`src/pmad_pkg.sv`:
```
/*
 * package for the bus address strap decoder: bin thresholds, fallback address, state types.
 * assumes a 12-bit converter whose result is presented as a one-cycle valid with a pin select.
 */
package pmad_pkg;

    localparam int unsigned adc_w = 12;
    localparam int unsigned addr_w = 7;
    localparam int unsigned bin_count = 8;

    // bin index arithmetic and fallback address
    localparam logic [3:0] bin_first = 4'h4;
    localparam logic [3:0] addr_mult = 4'hC;
    localparam logic [6:0] fallback_addr = 7'h7E;

    // nine code boundaries bracket eight bins; ratio 1.25 between steps.
    // boundary k is the lowest code of bin (4+k); boundary 8 is top of bin 11.
    // values assume bias current into 31.6k..200k full scale; they are parameters below.
    localparam logic [11:0] thr_b0 = 12'h0_1B5;
    localparam logic [11:0] thr_b1 = 12'h0_222;
    localparam logic [11:0] thr_b2 = 12'h0_2AB;
    localparam logic [11:0] thr_b3 = 12'h0_355;
    localparam logic [11:0] thr_b4 = 12'h0_42B;
    localparam logic [11:0] thr_b5 = 12'h0_535;
    localparam logic [11:0] thr_b6 = 12'h0_683;
    localparam logic [11:0] thr_b7 = 12'h0_823;
    localparam logic [11:0] thr_b8 = 12'h0_A2C;

    localparam logic pin_lower = 1'b0;
    localparam logic pin_upper = 1'b1;

    typedef enum logic [2:0] {
        pmad_req_lower,
        pmad_wait_lower,
        pmad_req_upper,
        pmad_wait_upper,
        pmad_done
    } pmad_state_e;

    typedef struct packed {
        logic [6:0] addr;
        logic jtag_en;
        logic valid;
    } pmad_result_s;

    typedef struct packed {
        pmad_state_e st;
        logic [3:0] bin_lower;
        logic bad;
        logic flash_blank;
        pmad_result_s res;
        logic gpio_en;
        logic bias_en;
        logic conv_start;
        logic conv_sel;
    } pmad_state_s;

endpackage : pmad_pkg

```
`src/pmad_decode.sv`:
```
/*
 * bus address strap decoder: converts both address-detect pins once after reset and
 * holds the address and the jtag enable until the next reset.
 * assumes an on-chip converter answering conv_start with one conv_valid pulse and the code,
 * and a flash status level that is stable at reset release.
 */
// Function
// - bias both pins, convert each with the 12-bit converter before deciding
// - address is twelve times upper bin plus lower bin
// - each reading maps to bins 4..11, thresholds stepping by 1.25
// - a reading below the lowest bin forces address 126
// - a reading above the highest bin forces address 126
// - fallback address enables jtag and blocks shared pins as gpio
// - blank configuration flash also enables jtag at power-up
module pmad_decode #(
    parameter logic [11:0] thr_0 = pmad_pkg::thr_b0,
    parameter logic [11:0] thr_1 = pmad_pkg::thr_b1,
    parameter logic [11:0] thr_2 = pmad_pkg::thr_b2,
    parameter logic [11:0] thr_3 = pmad_pkg::thr_b3,
    parameter logic [11:0] thr_4 = pmad_pkg::thr_b4,
    parameter logic [11:0] thr_5 = pmad_pkg::thr_b5,
    parameter logic [11:0] thr_6 = pmad_pkg::thr_b6,
    parameter logic [11:0] thr_7 = pmad_pkg::thr_b7,
    parameter logic [11:0] thr_8 = pmad_pkg::thr_b8
) (
    input wire logic clock,
    input wire logic rst,
    input wire logic flash_blank,
    input wire logic conv_valid,
    input wire logic [11:0] conv_code,
    output logic bias_en,
    output logic conv_start,
    output logic conv_sel,
    output logic [6:0] bus_addr,
    output logic jtag_en,
    output logic gpio_shared_en,
    output logic addr_valid
);

    typedef struct packed {
        logic oor;
        logic [3:0] bin;
    } pmad_bin_s;

    localparam logic [11:0] thr [0:8] = '{thr_0, thr_1, thr_2, thr_3, thr_4,
                                          thr_5, thr_6, thr_7, thr_8};

    // highest bin index, seven bins up from the first
    localparam logic [3:0] bin_last = pmad_pkg::bin_first + 4'(pmad_pkg::bin_count - 1);

    pmad_pkg::pmad_state_s cur;
    pmad_pkg::pmad_state_s nxt;

    // used for both pins, so one function
    function automatic pmad_bin_s classify(input logic [11:0] code);
        pmad_bin_s r;
        r.oor = (code < thr[0]) || (code > thr[8]);
        r.bin = pmad_pkg::bin_first;
        for (int k = 1; k < pmad_pkg::bin_count; k++)
        begin
            if (code >= thr[k])
            begin
                r.bin = pmad_pkg::bin_first + 4'(k);
            end
        end
        return r;
    endfunction : classify

    pmad_bin_s cls;
    logic [6:0] formed;
    logic fallback;
    logic jtag_pick;

    always_comb
    begin
        cls = classify(conv_code);
        // limitation: sums above 127 wrap; straps must stay clear of them
        formed = 7'(cur.bin_lower) + 7'(cls.bin) * 7'(pmad_pkg::addr_mult);
        // either pin out of range takes the fallback
        fallback = cur.bad || cls.oor;
        jtag_pick = fallback || cur.flash_blank;
        nxt = cur;
        nxt.conv_start = 1'b0;
        case (cur.st)
            pmad_pkg::pmad_req_lower:
            begin
                nxt.bias_en = 1'b1;
                nxt.conv_start = 1'b1;
                nxt.conv_sel = pmad_pkg::pin_lower;
                // sampled once; later flash writes must not reopen jtag
                nxt.flash_blank = flash_blank;
                nxt.st = pmad_pkg::pmad_wait_lower;
            end
            pmad_pkg::pmad_wait_lower:
            begin
                if (conv_valid)
                begin
                    nxt.bin_lower = cls.bin;
                    nxt.bad = cls.oor;
                    nxt.st = pmad_pkg::pmad_req_upper;
                end
            end
            pmad_pkg::pmad_req_upper:
            begin
                nxt.conv_start = 1'b1;
                nxt.conv_sel = pmad_pkg::pin_upper;
                nxt.st = pmad_pkg::pmad_wait_upper;
            end
            pmad_pkg::pmad_wait_upper:
            begin
                if (conv_valid)
                begin
                    if (fallback)
                    begin
                        nxt.res.addr = pmad_pkg::fallback_addr;
                    end
                    else
                    begin
                        nxt.res.addr = formed;
                    end
                    nxt.res.jtag_en = jtag_pick;
                    // own flop so the pin mux never sees a decode glitch
                    nxt.gpio_en = !jtag_pick;
                    nxt.res.valid = 1'b1;
                    nxt.bias_en = 1'b0;
                    nxt.st = pmad_pkg::pmad_done;
                end
            end
            pmad_pkg::pmad_done:
            begin
                nxt.st = pmad_pkg::pmad_done;
            end
            default:
            begin
                nxt.st = pmad_pkg::pmad_req_lower;
            end
        endcase
    end

    always_ff @(posedge clock)
    begin
        if (rst)
        begin
            cur <= '0;
            cur.st <= pmad_pkg::pmad_req_lower;
            // jtag stays on until the decision is known; pins stay out of gpio use
            cur.res.jtag_en <= 1'b1;
        end
        else
        begin
            cur <= nxt;
        end
    end

    assign bias_en = cur.bias_en;
    assign conv_start = cur.conv_start;
    assign conv_sel = cur.conv_sel;
    assign bus_addr = cur.res.addr;
    assign jtag_en = cur.res.jtag_en;
    assign gpio_shared_en = cur.gpio_en;
    assign addr_valid = cur.res.valid;

    a_fallback_jtag: assert property (@(posedge clock) disable iff (rst)
        addr_valid && bus_addr == pmad_pkg::fallback_addr |-> jtag_en && !gpio_shared_en)
        else $error("fallback address without jtag");
    a_valid_holds: assert property (@(posedge clock) disable iff (rst)
        addr_valid |=> addr_valid && $stable(bus_addr) && $stable(jtag_en))
        else $error("decoded result changed after valid");
    a_addr_formula: assert property (@(posedge clock) disable iff (rst)
        cur.st == pmad_pkg::pmad_wait_upper && conv_valid && !cur.bad && !cls.oor
        |=> bus_addr == 7'(cur.bin_lower) + 7'($past(cls.bin)) * 7'(pmad_pkg::addr_mult))
        else $error("address formula wrong");
    a_low_fallback: assert property (@(posedge clock) disable iff (rst)
        cur.st == pmad_pkg::pmad_wait_upper && conv_valid && conv_code < thr_0
        |=> bus_addr == pmad_pkg::fallback_addr)
        else $error("short not forcing fallback");
    a_high_fallback: assert property (@(posedge clock) disable iff (rst)
        cur.st == pmad_pkg::pmad_wait_upper && conv_valid && conv_code > thr_8
        |=> bus_addr == pmad_pkg::fallback_addr)
        else $error("open not forcing fallback");
    a_bin_range: assert property (@(posedge clock) disable iff (rst)
        conv_valid |-> cls.bin >= pmad_pkg::bin_first && cls.bin <= bin_last)
        else $error("bin out of 4..11");
    a_bin_top: assert property (@(posedge clock) disable iff (rst)
        conv_valid && conv_code >= thr_7 && conv_code <= thr_8 |-> cls.bin == bin_last)
        else $error("top bin misclassified");
    a_bin_bottom: assert property (@(posedge clock) disable iff (rst)
        conv_valid && conv_code >= thr_0 && conv_code < thr_1
        |-> cls.bin == pmad_pkg::bin_first)
        else $error("bottom bin misclassified");
    a_blank_jtag: assert property (@(posedge clock) disable iff (rst)
        addr_valid && cur.flash_blank |-> jtag_en)
        else $error("blank flash without jtag");
    a_flash_once: assert property (@(posedge clock) disable iff (rst)
        cur.st != pmad_pkg::pmad_req_lower |=> $stable(cur.flash_blank))
        else $error("flash status resampled");
    a_gpio_gate: assert property (@(posedge clock) disable iff (rst)
        gpio_shared_en |-> addr_valid && !jtag_en)
        else $error("shared pins released while jtag may be on");

    // converter side
    a_bias_before: assert property (@(posedge clock) disable iff (rst)
        conv_start |-> ##[0:1] bias_en)
        else $error("conversion without bias");
    a_two_convs: assert property (@(posedge clock) disable iff (rst)
        $rose(addr_valid) |-> $past(conv_sel))
        else $error("upper pin not converted last");
    a_start_pulse: assert property (@(posedge clock) disable iff (rst)
        conv_start |=> !conv_start)
        else $error("conversion start longer than one cycle");
    a_bias_off: assert property (@(posedge clock) disable iff (rst)
        addr_valid |-> !bias_en)
        else $error("bias left on after decision");

    // main scenarios for coverage

    c_normal: cover property (@(posedge clock) $rose(addr_valid) && !jtag_en);
    c_fallback: cover property (@(posedge clock)
        $rose(addr_valid) && bus_addr == pmad_pkg::fallback_addr);
    c_blank: cover property (@(posedge clock)
        $rose(addr_valid) && jtag_en && bus_addr != pmad_pkg::fallback_addr);
    c_reset_mid: cover property (@(posedge clock) rst && cur.st == pmad_pkg::pmad_wait_lower);
    c_stray_done: cover property (@(posedge clock) conv_valid && cur.st == pmad_pkg::pmad_done);

endmodule : pmad_decode

```
`config.mk`:
```
export PLATFORM = sky130hd
export DESIGN_NAME = pmad_decode
export DESIGN_NICKNAME = d
export VERILOG_FILES = /design/src/pmad_pkg.sv /design/src/pmad_decode.sv
export SDC_FILE = /design/constraint.sdc
export NUM_CORES = 1
export LEC_CHECK = 0
export BUFFER_PORTS_ARGS = -buffer_cell sky130_fd_sc_hd__clkbuf_2
export CAP_MARGIN = 20
export CORE_UTILIZATION = 51
export CTS_BUF_LIST = sky130_fd_sc_hd__clkbuf_8
export DETAILED_ROUTE_END_ITERATION = 12
export MAX_ROUTING_LAYER = met4
export PLACE_DENSITY = 0.78
export SLEW_MARGIN = 20
export SYNTH_ARGS = -nofsm -noshare
export SYNTH_HDL_FRONTEND = slang
export SYNTH_SLANG_ARGS = --single-unit
export TNS_END_PERCENT = 1
```
`constraint.sdc`:
```
create_clock -name clock -period 3.8 [get_ports clock]
set_clock_uncertainty 0.2 [all_clocks]
set_input_delay 0.76 -clock clock [delete_from_list [all_inputs] [get_ports clock]]
set_output_delay 0.76 -clock clock [all_outputs]
set_load 0.02 [all_outputs]
```
After elaboration in Yosys (flattened, before gate mapping)
Cells that the tools add are included.
- register bits: 22
- input bits: 16
- output and inout port bits: 13
- logic and storage cells: 53
- add/subtract/negate cells: 1
- multiply operators: 1
- $lt $le $gt $ge: 9
- eq/ne operators: 6
- muxes and demuxes: 14
- reduce and logical (&&, ||, !) cells: 11
- operators with widths (operator ; number):
    12-bit by 10-bit >= comparator with 1-bit output, second input constant ; 3
    12-bit by 11-bit >= comparator with 1-bit output, second input constant ; 3
    4-bit two-way mux ; 6
    3-bit one-hot mux with 5 select lines ; 1
    12-bit >= comparator, second input constant ; 1
    12-bit greater-than comparator, second input constant ; 1
    12-bit by 9-bit less-than comparator with 1-bit output, second input constant ; 1
    8-bit two-way mux ; 1
    2-bit AND reduction ; 4
    4-bit by 7-bit adder with 7-bit output ; 1
    7-bit two-way mux ; 1
    3-bit by 2-bit == test with 1-bit output, second input constant ; 2
    4-bit by 2-bit multiplier with 5-bit output, second input constant ; 1
    2-bit inequality test, second input constant ; 2
    2-bit one-hot mux with 2 select lines ; 1
    2-bit nonzero test ; 2
    3-bit by 1-bit == test with 1-bit output, second input constant ; 1
    3-bit == test, second input constant ; 1
    3-bit zero test ; 1
    1-bit logical OR ; 3
    3-bit two-way mux ; 1
    1-bit two-way mux ; 2
    1-bit one-hot mux with 2 select lines ; 1
    1-bit zero test ; 1

Longest topological paths before layout
- depth in word-level cells: 11
- mapped depth: 16
- depth with buffers taken out: 15

Worst setup path before layout
OpenSTA, ideal clock, no wires.
- kind: input to register
- start: input conv_code[4]
- end: register cur (netlist bit bus_addr[6])
- setup time: 86 ps
- data arrival time: 3604 ps
- data required time: 3514 ps
- setup slack: -89 ps
- stages on the path: 13
- buffers on the path: 0
- cells stage by stage: or4_1 > a21oi_1 > nor4b_1 > o31a_1 > o31ai_2 > nand2_1 > ha_1 > fa_1 > a21oi_1 > a21o_1 > a222oi_1 > xnor2_1 > a211oi_1
- RTL lines (item ; line ; text):
    start: declaration ; pmad_decode.sv:30 ; input wire logic [11:0] conv_code,
    end signal: assignment ; pmad_decode.sv:151 ; cur <= nxt;
    end: declaration ; pmad_decode.sv:51 ; pmad_pkg::pmad_state_s cur;

==> qor.txt <==
PwrDens: 326 nW/um2
Peak supply drop: 0.247 mV
Slowest CP cell: fa_1
Clk root buf: clkbuf_8
Top-level I/O count: 29
First-pass GRT wire length: 4950 um
Sequential element share of the synthesized area: 32.1%
Violated checks: setup timing
Final Slew Violations: 0
Lkg Pwr: 0.707 nW
CP Class: in2reg
Total GRT Usage: 24.2%
Synth-to-Final Area Change: 20.2%
Hold Crit Class: reg2reg
Port Buf Inserts: 28
CTS H-tree lvls: 1
Mean post-synth cell area: 8.17 um2
# nets final: 227
Max_slew headroom: 35.4%
Crit path largest cell delay: 540 ps
CP Capture Type: flop
Crit path DAT: 3830 ps
Clk buf depth: 2
Register Area: 440 um2
Initial drt markers: 33
Syn_nets: 191
# DRC: 0
CTS tree: done
Fmax: 259 MHz
Placed instance area: 1600 um2
Maximum capacitance violations: 0
Die Area: 2900 um2
Post-synthesis cell count: 168
CP startpoint: conv_code[1]
Largest net degree at the start of global routing: 23
Yosys cell types: 45
Clk_lat worst skew: 260 ps
Starting Density: 54.9%
Core Rows: 18
CTS Sinks: 22
Fraction of registers with async set or reset after synthesis: 0%
CTS clock-pin slew for the worst setup and hold paths: 70 ps
Chip Width: 53.9 um
Setup bufs post-CTS: 0
Critical path fanouts, max: 4
Fin. Hold Viols: 0
Post-DR wirelength/cell: 13.1 um
Tcrit/Tclk final: 102%
Startpoint types: input port
Vias per cell: 5.72
Chip height: 53.9 um
First-pass DRT Iterations: 4
Multi-input gate area in the final layout: 841 um2
Routed vias: 1328
CTS Buf Count: 3
Area of the core: 2500 um2
Vias in the first global route: 1204
Filler Cell Count: 215
Ys Warns: 0
Required @ worst endpoint: 3770 ps
Initial antenna violation count: 0
Final Util: 66.0%
Post-CTS Hold Buffers: 0
HP Start: addr_valid$_SDFFE_PP0P_
Routed wire length: 3040 um
Post-DRT Antenna Nets: 0
Seq cells post-synth: 22
Routability congestion estimate: 0.817
Post-route setup slack: -59.3 ps
Tmin final: 3860 ps
Detailed placer's ending HPWL: 2360 um
RSZ-0062 raised after global routing: true
Layout cells sized above 1: 28.7%
Diodes inserted: 0
GRT overflow: 0
Post-Syn Area: 1370 um2
Worst-margin pin slew: 967 ps
CP cell instances: clkbuf_2, buf_4, or4_1, a21oi_2, nor4b_1, o31a_1, o31ai_2, nand2_1, ha_2, fa_1, a21oi_1, a21o_1, a222oi_1, xnor2_1, a211oi_1
Post-synth EDFFs: 0
Final setup fails: 1
Origin of the critical flop-to-flop path: cur[19]$_SDFFE_PP0P_
Setup TNS: -59.3 ps
Outcome: complete, but fails checks
Design area: 1650 um2
Post-synth top flop: dfxtp_1
cell usage after synthesis (4+ instances only):
cell / instances / area (um2)
nand2_1: 13 / 48.8
a211oi_1: 8 / 60.1
nor2_1: 28 / 105
buf_4: 7 / 52.6
o21ai_0: 6 / 30.0
a21oi_1: 7 / 35.0
nor3_1: 8 / 40.0
o211ai_1: 6 / 45.0
dfxtp_1: 22 / 440
clkbuf_1: 5 / 18.8
inv_1: 4 / 15.0
ha_1: 5 / 62.6
critical path, delay by kind of cell:
kind	cells	cell delay, ps
AO/OA/AOI/OAI	7	1370
adder cells (fa/ha/maj)	2	740
AND/OR/NAND/NOR	3	610
buffers and inverters	2	240
XOR/XNOR	1	120
kinds of logic (layout without fill, tap and decap cells):
logic type                 after synthesis  in the layout  share of synthesized area, %
DFF                                     22             22                          32.1
AOI/OAI and AO/OA                       47             47                          24.1
and+or+nand+nor                         65             65                          23.2
xor gates and xnor gates                 5              5                          3.19
muxes                                    3              3                          2.19
adders and majority gates                7              7                          7.48
buffers and inverters                   19             53                          7.84
power breakdown:
group	internal (mW)	switching [mW]
clock	0.0706	0.0659
sequential	0.242	0.0105
combinational	0.0705	0.0793
flip-flops by register name, indices dropped and copies added (netlist names):
name / flops
addr_valid: 1
bias_en: 1
bus_addr: 7
conv_sel: 1
conv_start: 1
cur: 9
gpio_shared_en: 1
jtag_en: 1
area by class of cell:
cell class                 instances  share of cell area, %
multi-input combinational        127                   50.9
sequential                        22                   26.7
timing repair buffer              46                   16.7
clock buffer                       3                   2.50
tap                               30                   2.27
inverter                           4                  0.910
placed cells by master, fill, tap and decap left out, types with 2 or more instances in the layout:
cell      netlist  layout
xnor2_1         3       3
inv_1           4       4
ha_1            5       4
a21oi_1         7       5
a211oi_1        8       8
o21bai_1        2       2
clkbuf_2        0      28
xor2_1          2       2
a21oi_2         0       2
nand2b_1        2       2
mux2i_1         3       3
nor3b_1         2       2
nor3_2          2       2
o21ai_0         6       6
nor2_1         28      28
nor3_1          8       8
o211ai_1        6       6
o21a_1          3       3
clkbuf_8        0       3
nand2_1        13      13
dfxtp_1        22      22
fa_1            2       2
buf_4           7      18
nand3b_1        2       2
a31oi_1         3       3
per-stage QoR:
step	setup WS [ps]	total power, mW	std cells	hold slack [ps]
floorplan	-18.0	0.353	168	266
global placement	-244	0.396	229	249
detailed placement	-388	0.404	229	266
CTS	2.25	0.543	232	281
global route	-222	0.575	232	314
finish	-59.3	0.539	232	274
layer usage:
layer | vias to the layer above | share of wire, % | track usage (%)
li1 | 669 | - | -
met1 | 614 | 45 | 27.0
met2 | 37 | 49 | 42.2
met3 | 8 | 3.5 | 3.39
met4 | 0 | 2.6 | 10.5
met5 | - | 0 | -
repair_timing:
action,4_1_cts,5_1_grt
endpoints found under the hold margin,0,0
setup endpoints to repair,1,1
resized for setup,2,2
gates cloned,0,0
pin swaps,3,2
final timing paths:
path	endpoint	slack (ps)	cells past startpoint
worst max-delay path	bus_addr[6]$_SDFFE_PP0P_	-60	15
worst min-delay path	addr_valid$_SDFFE_PP0P_	270	2
worst max register to register	bus_addr[6]$_SDFFE_PP0P_	1720	4
worst min register to register	addr_valid$_SDFFE_PP0P_	270	2
No activity file was read; power rests on OpenSTA's default activity.
